`src/include/wdt_ctrl_pkg.sv`:
```
/*
  Constants for the watchdog event control block: register offsets, field
  positions, reset values and timing counts.
  Assumes a 10 MHz system clock and a 16-bit I/O register window.
*/
//
// Contract
// - Halt bit stops the watchdog timer counting
// - Halt blocks reboot and events, not heartbeats
// - Send request transmits one software event message
// - Send request bit clears when transmission finishes
// - Setting send request also resets network controller
// - Redirect enable routes NMI events to SMI
// - Redirected NMI gives SMI only if unblocked, enabled
// - Writing force bit generates one NMI
// - Force bit set: no repeat; write one clears
// - Alert disable ignores alert pin as source
// - Resume reset sets alert disable bit
// - Intrusion action field: none, interrupt, SMI, reserved
// - Registers reset to zero except alert disable; reserved bits defined
// - Second timeout without no-reboot sets flag, reboots
package wdt_ctrl_pkg;
  // I/O offsets within the watchdog window
  localparam logic [7:0] OFF_WDT_NMI_CTRL = 8'h08;
  localparam logic [7:0] OFF_ALERT_INTR_CTRL = 8'h0a;
  // Field positions
  localparam int BIT_TIMER_HALT = 11;
  localparam int BIT_SEND_REQ = 10;
  localparam int BIT_NMI_REDIRECT = 9;
  localparam int BIT_FORCE_NMI = 8;
  localparam int BIT_ALERT_DISABLE = 3;
  localparam int BIT_INTR_SEL_LO = 1;
  // Reset values
  localparam logic [15:0] RST_WDT_NMI_CTRL = 16'h0000;
  localparam logic [15:0] RST_ALERT_INTR_CTRL = 16'h0008;
  // Intrusion action encodings
  localparam logic [1:0] INTR_NONE = 2'h0;
  localparam logic [1:0] INTR_IRQ = 2'h1;
  localparam logic [1:0] INTR_SMI = 2'h2;
  // Reboot pulse timing
  localparam int CLK_PERIOD_NS = 100;
  localparam int REBOOT_PULSE_NS = 1000;
  localparam int REBOOT_CYCLES = (REBOOT_PULSE_NS + CLK_PERIOD_NS - 1) / CLK_PERIOD_NS;
  localparam int REBOOT_CNT_W = 4;
endpackage

```
`src/hw/pin_edge_sync.sv`:
```
/*
  Two-flop synchroniser with activation pulse for an active-low pin.
  Assumes the pin is asynchronous to the clock.
*/
`timescale 1ns/1ps
module pin_edge_sync
  import wdt_ctrl_pkg::*;
(
  input wire logic clk,
  input wire logic rst_n,
  input wire logic pin_n,
  output logic active,
  output logic activated
);
  typedef struct packed {
    logic s1;
    logic s2;
    logic s3;
  } sync_t;
  sync_t st_q, st_d;

  // Shift chain; first stage feeds only the second
  always_comb
  begin
    st_d.s1 = ~pin_n;
    st_d.s2 = st_q.s1;
    st_d.s3 = st_q.s2;
  end

  // State register
  always_ff @(posedge clk or negedge rst_n)
  begin
    if (!rst_n)
      st_q <= '0;
    else
      st_q <= st_d;
  end

  // Level and inactive-to-active pulse
  assign active = st_q.s2;
  assign activated = st_q.s2 & ~st_q.s3;
endmodule

```
`src/hw/wdt_event_ctrl.sv`:
```
/*
  Watchdog event control: halt, software event message request, NMI
  redirect and force, alert pin gating, intrusion action and reboot.
  Assumes same-clock pulses from the timer, NMI source and message sender;
  RESETN is the core-well reset, RESUME_RESETN the resume-well reset.
*/
`timescale 1ns/1ps
module wdt_event_ctrl
  import wdt_ctrl_pkg::*;
#(
  parameter int REBOOT_LEN = REBOOT_CYCLES
)
(
  input wire logic CLK_SYS,
  input wire logic RESETN,
  input wire logic RESUME_RESETN,
  input wire logic [7:0] IO_ADDR,
  input wire logic [1:0] IO_BE,
  input wire logic IO_WR,
  input wire logic IO_RD,
  input wire logic [15:0] IO_WDATA,
  output logic [15:0] IO_RDATA,
  input wire logic TIMEOUT2,
  input wire logic NO_REBOOT,
  input wire logic CLEAR_SECOND_TIMEOUT,
  input wire logic NMI_EVENT,
  input wire logic NMI_BLOCK,
  input wire logic GLOBAL_SMI_ENABLE,
  input wire logic MSG_DONE,
  input wire logic HEARTBEAT_DUE,
  input wire logic ALERT_PIN_N,
  input wire logic INTRUDER_N,
  output logic TIMER_RUN,
  output logic MSG_REQ,
  output logic MSG_SW_EVENT,
  output logic HEARTBEAT_REQ,
  output logic LAN_RESET,
  output logic NMI_OUT,
  output logic SMI_OUT,
  output logic IRQ_OUT,
  output logic ALERT_ACTIVE,
  output logic SECOND_TIMEOUT_FLAG,
  output logic PCI_RESET_N
);
  typedef struct packed {
    logic halt;
    logic send_req;
    logic nmi_redirect;
    logic force_nmi;
    logic msg_req;
    logic msg_sw;
    logic evt_pending;
    logic heartbeat;
    logic lan_rst;
    logic nmi_out;
    logic smi_out;
    logic irq_out;
    logic alert_act;
    logic sec_to;
    logic run;
    logic [REBOOT_CNT_W-1:0] rst_cnt;
    logic pci_rst_n;
    logic [15:0] rdata;
  } core_t;

  typedef struct packed {
    logic alert_dis;
    logic [1:0] intr_sel;
  } resume_t;

  core_t cq, cd;
  resume_t rq, rd;
  logic alert_on;
  logic intr_rise;
  logic wr_hi1, wr_lo2, rd_hit1, rd_hit2;
  logic send_wr, force_wr, nmi_any, tmo;

  // Pin synchronisers
  pin_edge_sync u_alert_sync (
    .clk(CLK_SYS),
    .rst_n(RESETN),
    .pin_n(ALERT_PIN_N),
    .active(alert_on),
    .activated()
  );

  pin_edge_sync u_intr_sync (
    .clk(CLK_SYS),
    .rst_n(RESETN),
    .pin_n(INTRUDER_N),
    .active(),
    .activated(intr_rise)
  );

  // Register decode; low byte of first register is all reserved
  assign wr_hi1 = IO_WR & (IO_ADDR == OFF_WDT_NMI_CTRL) & IO_BE[1];
  assign wr_lo2 = IO_WR & (IO_ADDR == OFF_ALERT_INTR_CTRL) & IO_BE[0];
  assign rd_hit1 = IO_ADDR == OFF_WDT_NMI_CTRL;
  assign rd_hit2 = IO_ADDR == OFF_ALERT_INTR_CTRL;
  assign send_wr = wr_hi1 & IO_WDATA[BIT_SEND_REQ];
  assign force_wr = wr_hi1 & IO_WDATA[BIT_FORCE_NMI];
  assign nmi_any = NMI_EVENT | (force_wr & ~cq.force_nmi);
  assign tmo = TIMEOUT2 & ~cq.halt;

  // Resume-well register next state
  always_comb
  begin
    rd = rq;
    if (wr_lo2)
    begin
      rd.alert_dis = IO_WDATA[BIT_ALERT_DISABLE];
      rd.intr_sel = IO_WDATA[BIT_INTR_SEL_LO +: 2];
    end
  end

  // Resume-well register, preset on resume reset
  always_ff @(posedge CLK_SYS or negedge RESUME_RESETN)
  begin
    if (!RESUME_RESETN)
    begin
      rq.alert_dis <= RST_ALERT_INTR_CTRL[BIT_ALERT_DISABLE];
      rq.intr_sel <= RST_ALERT_INTR_CTRL[BIT_INTR_SEL_LO +: 2];
    end
    else
      rq <= rd;
  end

  // Core-well next state
  always_comb
  begin
    cd = cq;
    cd.lan_rst = 1'b0;
    cd.nmi_out = 1'b0;
    cd.smi_out = 1'b0;
    cd.irq_out = 1'b0;
    // Plain control bits; reserved bits are dropped
    if (wr_hi1)
    begin
      cd.halt = IO_WDATA[BIT_TIMER_HALT];
      cd.nmi_redirect = IO_WDATA[BIT_NMI_REDIRECT];
    end
    // Send request: set by write, refused while halted
    if (send_wr & ~cq.send_req & ~cq.halt)
    begin
      cd.send_req = 1'b1;
      cd.lan_rst = 1'b1;
    end
    // Message sender: software request first, then timeout event
    if (cq.msg_req)
    begin
      if (MSG_DONE)
      begin
        cd.msg_req = 1'b0;
        if (cq.msg_sw)
          cd.send_req = 1'b0;
      end
    end
    else if (cq.send_req)
    begin
      cd.msg_req = 1'b1;
      cd.msg_sw = 1'b1;
    end
    else if (cq.evt_pending & ~cq.halt)
    begin
      cd.msg_req = 1'b1;
      cd.msg_sw = 1'b0;
      cd.evt_pending = 1'b0;
    end
    // Halt discards queued event messages
    if (cq.halt)
      cd.evt_pending = 1'b0;
    else if (tmo)
      cd.evt_pending = 1'b1;
    // Heartbeats pass regardless of halt
    cd.heartbeat = HEARTBEAT_DUE;
    // Force NMI: write one toggles, set only when clear
    if (force_wr)
      cd.force_nmi = ~cq.force_nmi;
    // NMI delivery or redirect
    if (nmi_any)
    begin
      if (cq.nmi_redirect)
        cd.smi_out = ~NMI_BLOCK & GLOBAL_SMI_ENABLE;
      else
        cd.nmi_out = 1'b1;
    end
    // Intrusion action on each activation
    if (intr_rise)
    begin
      unique case (rq.intr_sel)
        INTR_IRQ: cd.irq_out = 1'b1;
        INTR_SMI: cd.smi_out = 1'b1;
        default: ;
      endcase
    end
    // Alert pin gated by disable bit
    cd.alert_act = alert_on & ~rd.alert_dis;
    // Second timeout flag; set wins over clear
    if (tmo)
      cd.sec_to = 1'b1;
    else if (CLEAR_SECOND_TIMEOUT)
      cd.sec_to = 1'b0;
    // Reboot pulse
    if (tmo & ~NO_REBOOT)
      cd.rst_cnt = REBOOT_CNT_W'(REBOOT_LEN);
    else if (cq.rst_cnt != '0)
      cd.rst_cnt = cq.rst_cnt - 1'b1;
    cd.pci_rst_n = (cd.rst_cnt == '0);
    cd.run = ~cd.halt;
    // Read data, reserved positions zero
    cd.rdata = '0;
    if (IO_RD & rd_hit1)
    begin
      cd.rdata[BIT_TIMER_HALT] = cq.halt;
      cd.rdata[BIT_SEND_REQ] = cq.send_req;
      cd.rdata[BIT_NMI_REDIRECT] = cq.nmi_redirect;
      cd.rdata[BIT_FORCE_NMI] = cq.force_nmi;
    end
    else if (IO_RD & rd_hit2)
    begin
      cd.rdata[BIT_ALERT_DISABLE] = rq.alert_dis;
      cd.rdata[BIT_INTR_SEL_LO +: 2] = rq.intr_sel;
    end
  end

  // Core-well state register
  always_ff @(posedge CLK_SYS or negedge RESETN)
  begin
    if (!RESETN)
    begin
      cq <= '0;
      cq.run <= 1'b1;
      cq.pci_rst_n <= 1'b1;
    end
    else
      cq <= cd;
  end

  // Outputs straight from flops
  assign IO_RDATA = cq.rdata;
  assign TIMER_RUN = cq.run;
  assign MSG_REQ = cq.msg_req;
  assign MSG_SW_EVENT = cq.msg_sw;
  assign HEARTBEAT_REQ = cq.heartbeat;
  assign LAN_RESET = cq.lan_rst;
  assign NMI_OUT = cq.nmi_out;
  assign SMI_OUT = cq.smi_out;
  assign IRQ_OUT = cq.irq_out;
  assign ALERT_ACTIVE = cq.alert_act;
  assign SECOND_TIMEOUT_FLAG = cq.sec_to;
  assign PCI_RESET_N = cq.pci_rst_n;
endmodule

```
`config.mk`:
```
export PLATFORM = sky130hd
export DESIGN_NAME = wdt_event_ctrl
export DESIGN_NICKNAME = d
export VERILOG_FILES = /design/src/include/wdt_ctrl_pkg.sv /design/src/hw/pin_edge_sync.sv /design/src/hw/wdt_event_ctrl.sv
export SDC_FILE = /design/constraint.sdc
export NUM_CORES = 1
export LEC_CHECK = 0
export ABC_AREA = 1
export BUFFER_PORTS_ARGS = -buffer_cell sky130_fd_sc_hd__buf_4
export CAP_MARGIN = 20
export CELL_PAD_IN_SITES_DETAIL_PLACEMENT = 2
export CELL_PAD_IN_SITES_GLOBAL_PLACEMENT = 2
export CORE_UTILIZATION = 29
export CTS_CLUSTER_SIZE = 24
export DETAILED_ROUTE_END_ITERATION = 16
export GPL_TIMING_DRIVEN = 0
export PLACE_DENSITY_LB_ADDON = 0.1
export REMOVE_ABC_BUFFERS = 1
export SYNTH_ARGS = -nofsm -noshare
export SYNTH_HDL_FRONTEND = slang
export SYNTH_HIERARCHICAL = 1
export SYNTH_SLANG_ARGS = --single-unit
```
`constraint.sdc`:
```
create_clock -name CLK_SYS -period 1.84 [get_ports CLK_SYS]
set_input_delay 0.092 -clock CLK_SYS [delete_from_list [all_inputs] [get_ports CLK_SYS]]
set_output_delay 0.092 -clock CLK_SYS [all_outputs]
set_load 0.02 [all_outputs]
```
==> summary.txt, run 1 <==
Timing
  – Hold WS: 0.0516 ns
  – Clock skew: between 0.003 and 0.004 ns
  – Final Hold Viols: 0
  – Final period utilization: between 70% and 80%
  – Pins Over Slew Limit: 0
  – Peak Freq: around 0.72 GHz
  – Setup violators final: 0
  – Fin crit period: around 1.4 ns
  – Setup TNS: 0 ns
  – RSZ-0062 raised after global routing: false

Detailed routing
  – Wire per inst: about 12 µm
  – Vias per cell: a little over 4
  – Final wirelength: 3530 µm
  – Antenna Violating Nets Remaining: 0
  – DR DRC count: 0
  – DR iter-0 viols: 37
  – Drt first pass iters: 2
  – DR vias: around 1200

Die
  – Initial Util: approximately 30%
  – Row count: 26
  – Num ports: between 60 and 70
  – Core Region: just over 0.005 mm²
  – Die Ht: around 75 µm
  – Horiz. Die Dim: 74.8 µm
  – Die area: between 0.005 and 0.006 mm²

Placement
  – Final HPWL from detailed placement: approximately 2700 µm
  – Placed Cells: roughly 270
  – RePlAce Congestion: slightly above 0.7
  – PortBufs: between 40 and 50

Setup path
  – CP cell instances: inv_1 -> ha_1 -> nand3_1 -> inv_1 -> or2_2 -> nand4_1 -> nor2_1
  – Critical path's top delay family: simple AND/OR/NAND/NOR gates
  – R2R Setup Slk: 0.44 ns
  – CP required: 2.05 ns
  – Worst Path Max Fanout: 3
  – CP dominant cell by count: inv_1
  – CP startpoint: cq[17]$_DFF_PN0_
  – CP Buf/Inv Count: 2
  – R2r startpoint: cq[17]$_DFF_PN0_
  – Startpoint types: flop
  – Crit Path Class: flop to flop
  – Critical Path Max Stage Delay: ~0.35 ns
  – Worst setup EP type: flop
  – Worst path arrival time: around 1.6 ns
  – CP max stage cell: dfrtp_1

Hold path
  – HP Class: input pin to flop
  – Min-delay src: IO_WDATA[2]

Clock tree
  – TritonCTS clock tree: yes
  – CTS H-Tree Depth: 2
  – Clock Latency Late Sink: ~0.28 ns
  – PostCTS Resize Cnt: 0
  – Max clock buf depth: 2
  – CTS root buf: clkbuf_8
  – Cts bufs inserted: 5
  – Worst-path clk slew: approximately 0.07 ns
  – Clock Sinks: 35
  – Post-CTS Setup Repair Bufs: 0

Run
  – Max-cap violations: 0

Final layout
  – Diodes inserted: 0
  – Top reg by flops: cq
  – Max reg flops: 9
  – Nets: around 260
  – Proportion of layout cells with a drive suffix above 1: between 30% and 40%
  – Final Non-Filler Cells: between 200 and 300
  – Area Overhead vs Synth: 36.0%
  – Core Util, Final: 40.9%
  – Fillers: ~600

GRT
  – First-pass GRT wire length: 5830 µm
  – Total track usage: around 14%
  – Largest net degree at the start of global routing: 33
  – Initial antenna violation count: 0
  – Grt ovf: 0
  – Vias in the first global route: around 1300

Yosys
  – Syn. warnings: 6
  – Synthesized area: 0.00154 mm²
  – Mapped Cells: 160
  – Synth Area per Inst: 9.60 µm²

Status
  – Status: complete, no violations

Power
  – P per Cell Area: 1010 mW/mm²
  – Leakage power: 1.11 nW
  – Worst VDD drop: approximately 0.4 mV
-- final timing paths --
path                                                  to  cells after the start
max                                PCI_RESET_N$_DFF_PN1_                      7
min                                    rq[1]$_DFFE_PN0P_                      3
max reg2reg                        PCI_RESET_N$_DFF_PN1_                      7
min reg2reg                u_alert_sync/active$_DFF_PN0_                      0
max in group asynchronous            TIMER_RUN$_DFF_PN1_                      2
min in group asynchronous              rq[0]$_DFFE_PN0P_                      2
-- placed cells by master (no fill, tap or decap) --
master	count
or2_2	1
dlygate4sd3_1	7
buf_4	49
inv_2	1
a22oi_1	1
a21boi_0	1
dfrtp_1	32
nand4_2	1
nor2_2	5
a21oi_1	2
o21ai_2	1
nand2_1	25
dfstp_2	3
nand4_1	2
o21ai_0	4
nand2_2	4
conb_1	9
clkbuf_8	6
nor3b_2	1
nor3b_1	2
bufinv_16	1
nor2_1	12
inv_1	27
nor2_4	2
ha_1	1
nand3_1	12
clkinv_2	1
xor2_1	1
nand3b_1	2
-- per-stage QoR --
step                      power (mW)  worst slack [ns]  cell area (µm²)
after global routing            2.24             0.276             2090
after detailed placement        1.41             0.418             1900
final                           2.11             0.443             2090
after global placement          1.37             0.518             1900
after floorplan                 1.21             0.596             1450
after CTS                       2.15             0.400             2090
-- layer usage --
layer  vias up  GRT usage, %  routed length [µm]
li1        571             -                   -
met1       566          15.6                1420
met2        40          26.2                1840
met3         5          3.75                 215
met4         0          6.29                  57
met5         -             0                   0
-- power by group --
part | internal, mW | switching, mW | total, mW
Sequential | 0.856 | 0.0494 | 0.905
Clock | 0.438 | 0.272 | 0.710
Combinational | 0.208 | 0.281 | 0.490
Total | 1.50 | 0.603 | 2.11
-- worst min-delay path: cells and delay by family --
| kind | cells | cell delay [ns] |
|---|---|---|
| and+or+nand+nor | 2 | 0.13 |
| buffers and inverters | 1 | 0.08 |
-- cell type report --
type | count | area (µm²) | share of cell area, %
clock buffers | 6 | 82.6 | 3.95
clock inverters | 2 | 35.0 | 1.68
inverters | 28 | 105 | 5.03
multi-input cells | 89 | 460 | 22.0
flip-flops and latches | 35 | 880 | 42.1
well taps | 70 | 87.6 | 4.19
repair buffers | 56 | 438 | 21.0
-- repair_timing --
item	in CTS	in global routing
hold buffers	7	0
setup endpoints to repair	0	0
hold endpoints to repair	38	0
Power figures use the tool's default switching activity.
==> run 2, diff against run 1 <==
--- a/config.mk
+++ b/config.mk
@@ -10,7 +10,7 @@
 export CAP_MARGIN = 20
 export CELL_PAD_IN_SITES_DETAIL_PLACEMENT = 2
 export CELL_PAD_IN_SITES_GLOBAL_PLACEMENT = 2
-export CORE_UTILIZATION = 29
+export CORE_UTILIZATION = 24
 export CTS_CLUSTER_SIZE = 24
 export DETAILED_ROUTE_END_ITERATION = 16
 export GPL_TIMING_DRIVEN = 0
==> constraint.sdc (replaced) <==
create_clock -name CLK_SYS -period 1.15 [get_ports CLK_SYS]
set_input_delay 0.0575 -clock CLK_SYS [delete_from_list [all_inputs] [get_ports CLK_SYS]]
set_output_delay 0.0575 -clock CLK_SYS [all_outputs]
set_load 0.02 [all_outputs]
==> run 2 against run 1 <==
Net effect: cell area grew 2.3%; the run now ends with setup timing left; die area grew 20%; total power grew 64%; critical path type unchanged; largest cell class unchanged; combinational power grew 120%.
==> summary.txt, run 2 (same netlist as run 1, synthesis figures left out) <==
Status
  – Status: complete, but fails checks
  – Failing checks: setup timing

Power
  – Leakage power: 1.12 nW
  – P per Cell Area: roughly 1600 mW/mm²
  – Worst VDD drop: 0.501 mV
  – Total power: between 3 and 4 mW

Die
  – Core Region: between 0.006 and 0.007 mm²
  – Initial Util: roughly 25%
  – Die area: between 0.006 and 0.007 mm²
  – Num ports: between 60 and 70
  – Die Ht: 82.0 µm
  – Row count: 28
  – Horiz. Die Dim: 82.0 µm

Setup path
  – Worst path arrival time: 1.47 ns
  – Worst Path Max Fanout: 3
  – CP required: around 1.4 ns
  – CP cell instances: inv_2 -> ha_4 -> nand3_4 -> inv_4 -> nand2_2 -> nand3_2 -> nand4_1 -> nor2_2
  – Startpoint types: flop
  – Worst setup EP type: flop
  – CP max stage cell: dfrtp_1
  – Crit Path Class: flop to flop
  – Critical Path Max Stage Delay: approximately 0.39 ns

Final layout
  – Diodes inserted: 0
  – Commonest non-fill, non-tap cell in the layout: buf_4
  – Commonest non-fill, non-tap cells in the layout: 53 x buf_4, 32 x dfrtp_1, 24 x inv_1
  – Max reg flops: 9
  – Area Overhead vs Synth: 39.2%
  – Proportion of layout cells with a drive suffix above 1: roughly two fifths
  – Top reg by flops: cq
  – Nets: ~260

GRT
  – Total track usage: 12.7%
  – Largest net degree at the start of global routing: 33
  – Initial antenna violation count: 0
  – Vias in the first global route: ~1300
  – Grt ovf: 0
  – First-pass GRT wire length: 6200 µm

Timing
  – Worst setup slack after layout: -0.105 ns
  – Final period utilization: 109%
  – RSZ-0062 raised after global routing: true
  – Fin crit period: 1.25 ns
  – Pins Over Slew Limit: 0
  – Clock skew: between 0.0015 and 0.002 ns
  – Setup violators final: 2
  – Final Hold Viols: 0
  – Peak Freq: 0.797 GHz

Detailed routing
  – DR DRC count: 0
  – Met1 wire length: roughly 1700 µm
  – DR top layer: met4
  – Final wirelength: 3910 µm
  – Wire per inst: around 13 µm
  – DR iter-0 viols: 29
  – Vias per cell: ~4.2
  – Drt first pass iters: 4
  – DR vias: ~1200
  – Met3 Wirelength: about 210 µm
  – Met2 WL: 1970 µm
  – Antenna Violating Nets Remaining: 0

Placement
  – RePlAce Congestion: approximately 0.67
  – Final HPWL from detailed placement: 2960 µm
  – PortBufs: 49
  – Post-Place Setup Slack: -0.286 ns

Clock tree
  – Worst-path clk slew: 0.07 ns
  – Cts bufs inserted: 5
  – CTS H-Tree Depth: 2
  – Clock Latency Late Sink: 0.28 ns
  – Max clock buf depth: 2
  – CTS root buf: clkbuf_8
  – TritonCTS clock tree: yes
  – Clock Sinks: 35

Hold path
  – HP Class: input pin to flop

Run
  – Max-cap violations: 0
==> run 2: changes by cell type in the layout (fill, tap and decap cells not counted), sizes merged <==
cell	before	now
bufinv	1	0
buf	49	53
==> run 2: worst paths after layout <==
path / from / endpoint / slack (ns) / cells after the start
max: cq[17]$_DFF_PN0_ / PCI_RESET_N$_DFF_PN1_ / -0.10 / 8
min reg2reg: u_alert_sync/st_d[1]$_DFF_PN0_ / u_alert_sync/active$_DFF_PN0_ / 0.36 / 0
max in group asynchronous: RESETN / TIMER_RUN$_DFF_PN1_ / 0.56 / 2
min: IO_WDATA[1] / rq[0]$_DFFE_PN0P_ / 0.03 / 3
min in group asynchronous: RESUME_RESETN / rq[0]$_DFFE_PN0P_ / 0.10 / 2
max reg2reg: cq[17]$_DFF_PN0_ / PCI_RESET_N$_DFF_PN1_ / -0.10 / 8
==> run 2: final cells by class <==
class                           instances  area, µm²
Clock buffer                            6       82.6
Tap cell                               75       93.8
Sequential cell                        35        880
Multi-Input combinational cell         89        500
Inverter                               28        108
Fill cell                             682       3920
Timing Repair Buffer                   60        468
Clock inverter                          1       5.00
==> run 2: where the power goes <==
part	switching, mW	leakage (nW)	total [mW]	internal, mW
sequential	0.0877	0.437	1.46	1.37
clock	0.421	0.0470	0.891	0.470
combinational	0.581	0.635	1.10	0.520
total	1.09	1.12	3.45	2.36
==> run 2: timing repair <==
| item | 4_1_cts | 5_1_grt |
|---|---|---|
| endpoints found under the hold margin | 39 | 0 |
| setup buffers | 2 | 2 |
| setup endpoints to repair | 4 | 4 |
| hold buffers | 7 | 0 |
| pin swaps | 3 | 3 |
| gates resized for setup | 9 | 4 |
==> run 2: worst max-delay path: cells and delay by family, from the launching register on <==
| kind | cells | cell delay (ns) |
|---|---|---|
| and+or+nand+nor | 5 | 0.48 |
| DFF | 1 | 0.39 |
| buffers and inverters | 2 | 0.17 |
| adders and majority gates | 1 | 0.17 |
==> run 2: routing by layer <==
metal,vias to the layer above,global-route usage [%]
li1,580,-
met1,603,15.5
met2,38,21.2
met3,5,4.33
met4,0,3.16
met5,-,0
==> run 2: metrics by stage <==
step                      cells  hold slack [ns]  setup TNS [ns]  instance area (µm²)  utilization [%]
after floorplan             152           -0.238          -0.124                 1450                -
after global placement      276           -0.153          -0.305                 1910             31.5
after detailed placement    276           -0.149          -0.574                 1910             31.5
after CTS                   292           0.0145          -0.176                 2110             34.8
after global routing        294           0.0258          -0.353                 2140             35.3
final                       294           0.0254          -0.133                 2140             35.3
==> run 3, diff against run 2 <==
--- a/config.mk
+++ b/config.mk
@@ -18,5 +18,4 @@
 export REMOVE_ABC_BUFFERS = 1
 export SYNTH_ARGS = -nofsm -noshare
 export SYNTH_HDL_FRONTEND = slang
-export SYNTH_HIERARCHICAL = 1
 export SYNTH_SLANG_ARGS = --single-unit
==> run 3 against run 2 <==
Net effect: the flow still finishes with violations (setup timing); combinational power increased by 5%; synthesized area decreased by 0.33%; clock skew about the same; sequential share of layout area decreased by 0.52 points; first-iteration DRC count increased by 10%; routed wire length decreased by 5.5%; core utilization increased by 0.66 points; critical path depth decreased by 2; via count decreased by 2.0%; setup slack improved by 0.018 ns; non-clock buffer count unchanged.
==> summary.txt, run 3 <==
Clock tree
  – Clock Sinks: 35
  – TritonCTS clock tree: yes
  – Cts bufs inserted: 5
  – Max clock buf depth: 2
  – Worst-path clk slew: 0.07 ns
  – CTS H-Tree Depth: 2
  – CTS root buf: clkbuf_8
  – Clock Latency Late Sink: ~0.29 ns

Timing
  – Worst setup slack after layout: -0.0866 ns
  – Setup TNS: -0.157 ns
  – Fin crit period: roughly 1.2 ns
  – Final period utilization: 108%
  – Setup violators final: 2
  – Final Hold Viols: 0
  – Pins Over Slew Limit: 0
  – Clock skew: between 0.002 and 0.0025 ns
  – Hold WS: between 0.02 and 0.025 ns
  – RSZ-0062 raised after global routing: true
  – Peak Freq: between 0.8 and 0.9 GHz

Power
  – Leakage power: approximately 1.1 nW
  – Worst VDD drop: between 0.6 and 0.7 mV
  – P per Cell Area: 1820 mW/mm²
  – Total power: 3.95 mW

Setup path
  – Crit Path Class: flop to flop
  – CP max stage cell: dfrtp_1
  – Worst Path Max Fanout: 3
  – Worst setup EP type: flop
  – CP cell instances: inv_2 -> ha_4 -> nand3_4 -> xor2_2 -> nand4_1 -> nor2_1
  – Startpoint types: flop
  – Critical path's top delay family: flip-flops
  – Critical Path Max Stage Delay: roughly 0.4 ns
  – Worst path arrival time: 1.46 ns
  – CP Buf/Inv Count: 1
  – CP required: roughly 1.4 ns

Final layout
  – Top reg by flops: cq
  – Commonest non-fill, non-tap cells in the layout: 53 x buf_4, 32 x dfrtp_1, 22 x nand2_1
  – Proportion of layout cells with a drive suffix above 1: between 30 and 40%
  – Commonest non-fill, non-tap cell in the layout: buf_4
  – Diodes inserted: 0
  – Nets: between 200 and 300
  – Design area: approximately 0.0022 mm²
  – Max reg flops: 9
  – Area Overhead vs Synth: 41.5%

Detailed routing
  – Final wirelength: around 3700 µm
  – DR vias: roughly 1200
  – DR DRC count: 0
  – Antenna Violating Nets Remaining: 0
  – Vias per cell: 4.14
  – DR iter-0 viols: 32
  – Drt first pass iters: 4
  – Wire per inst: ~13 µm

Die
  – Die Ht: approximately 80 µm
  – Die area: roughly 0.0067 mm²
  – Num ports: between 60 and 70
  – Row count: 28
  – Initial Util: between 20% and 30%
  – Core Region: between 0.006 and 0.007 mm²
  – Horiz. Die Dim: between 80 and 90 µm

Yosys
  – Synth area leader: dfrtp_1
  – Synth Area per Inst: between 9 and 10 µm²
  – #FFs+latches synth: 35
  – Post-synth EDFFs: 0
  – Async SR Flop Fraction: 100%
  – Synth Flop Type: dfrtp_1
  – Mapped Cells: around 160
  – Syn. warnings: 0
  – Count leader, synth: dfrtp_1
  – Synthesized area: around 0.0015 mm²
  – Synth top area cells: dfrtp_1 52%, buf_4 7.8%, inv_1 5.6%, nand2_1 5.4%, dfstp_2 5.2%
  – Synth top area share: 52.3%
  – Commonest cells in the netlist: 32 x dfrtp_1, 23 x inv_1, 22 x nand2_1
  – Seq/Total Area, Yosys: 57.5%
  – Distinct cells, synth: 31

Placement
  – Final HPWL from detailed placement: between 2000 and 3000 µm
  – Post-Place Setup Slack: -0.250 ns
  – PortBufs: 49
  – DP Area: approximately 0.0019 mm²
  – RePlAce Congestion: 0.760

GRT
  – Initial antenna violation count: 0
  – Vias in the first global route: 1289
  – Grt ovf: 0
  – Total track usage: 12.3%
  – First-pass GRT wire length: between 5000 and 6000 µm
  – Largest net degree at the start of global routing: 33

Status
  – Failing checks: setup timing
  – Status: complete, but fails checks

Run
  – Max-cap violations: 0

Hold path
  – HP Class: input pin to flop
## run 3: kinds of logic after synthesis
logic type,count (synthesis),share of synthesized area (%)
xor gates and xnor gates,2,1.14
DFF,35,57.5
other,1,0.245
and+or+nand+nor,65,21.8
adders and majority gates,1,0.818
AOI/OAI and AO/OA,10,3.84
buffers and inverters,42,14.7
## run 3: final timing paths
check	from	end	slack, ns	cells after the start
worst max-delay path	cq[18]$_DFF_PN0_	PCI_RESET_N$_DFF_PN1_	-0.09	6
worst min-delay path	TIMEOUT2	SECOND_TIMEOUT_FLAG$_DFFE_PN0P_	0.02	3
worst max register to register	cq[18]$_DFF_PN0_	PCI_RESET_N$_DFF_PN1_	-0.09	6
worst min register to register	u_intr_sync.st_d[1]$_DFF_PN0_	u_intr_sync.active$_DFF_PN0_	0.35	0
max in group asynchronous	RESETN	TIMER_RUN$_DFF_PN1_	0.56	2
min in group asynchronous	RESUME_RESETN	rq[0]$_DFFE_PN0P_	0.09	2
## run 3: worst register-to-register path, cell delays in order (launching register included)
cell and delay [ns]:
dfrtp_1 0.40, inv_2 0.09, ha_4 0.16, nand3_4 0.11
xor2_2 0.20, nand4_1 0.10, nor2_1 0.12
## run 3: timing repair
item,4_1_cts,5_1_grt
gates resized for setup,10,1
pin swaps,1,1
gates cloned,0,0
setup buffers,2,2
setup endpoints to repair,5,3
hold buffers,7,0
endpoints found under the hold margin,39,0
## run 3: routing by layer
metal  vias up  global-route usage [%]  wire length (µm)
li1        570                       -                 -
met1       582                    12.6              1420
met2        43                    21.7              1960
met3         6                    3.78               230
met4         0                    7.37                83
met5         -                       0                 0
## run 3: per-stage QoR
| step | utilization [%] | std cells |
|---|---|---|
| after global routing | 35.9 | 290 |
| after CTS | 35.6 | 288 |
| final | 35.9 | 290 |
| after detailed placement | 31.4 | 271 |
| after floorplan | - | 147 |
| after global placement | 31.4 | 271 |
## run 3: where the power goes
group | internal, mW | switching [mW]
combinational | 0.565 | 0.596
clock | 0.865 | 0.464
sequential | 1.37 | 0.0842
total | 2.80 | 1.14
## run 3: cell type report
type                    instances  area, µm²
inverters                      25       93.8
clock buffers                   5       68.8
clock inverters                 3       67.6
well taps                      75       93.8
repair buffers                 60        468
fillers                       691       3860
flip-flops and latches         35        880
multi-input cells              87        493
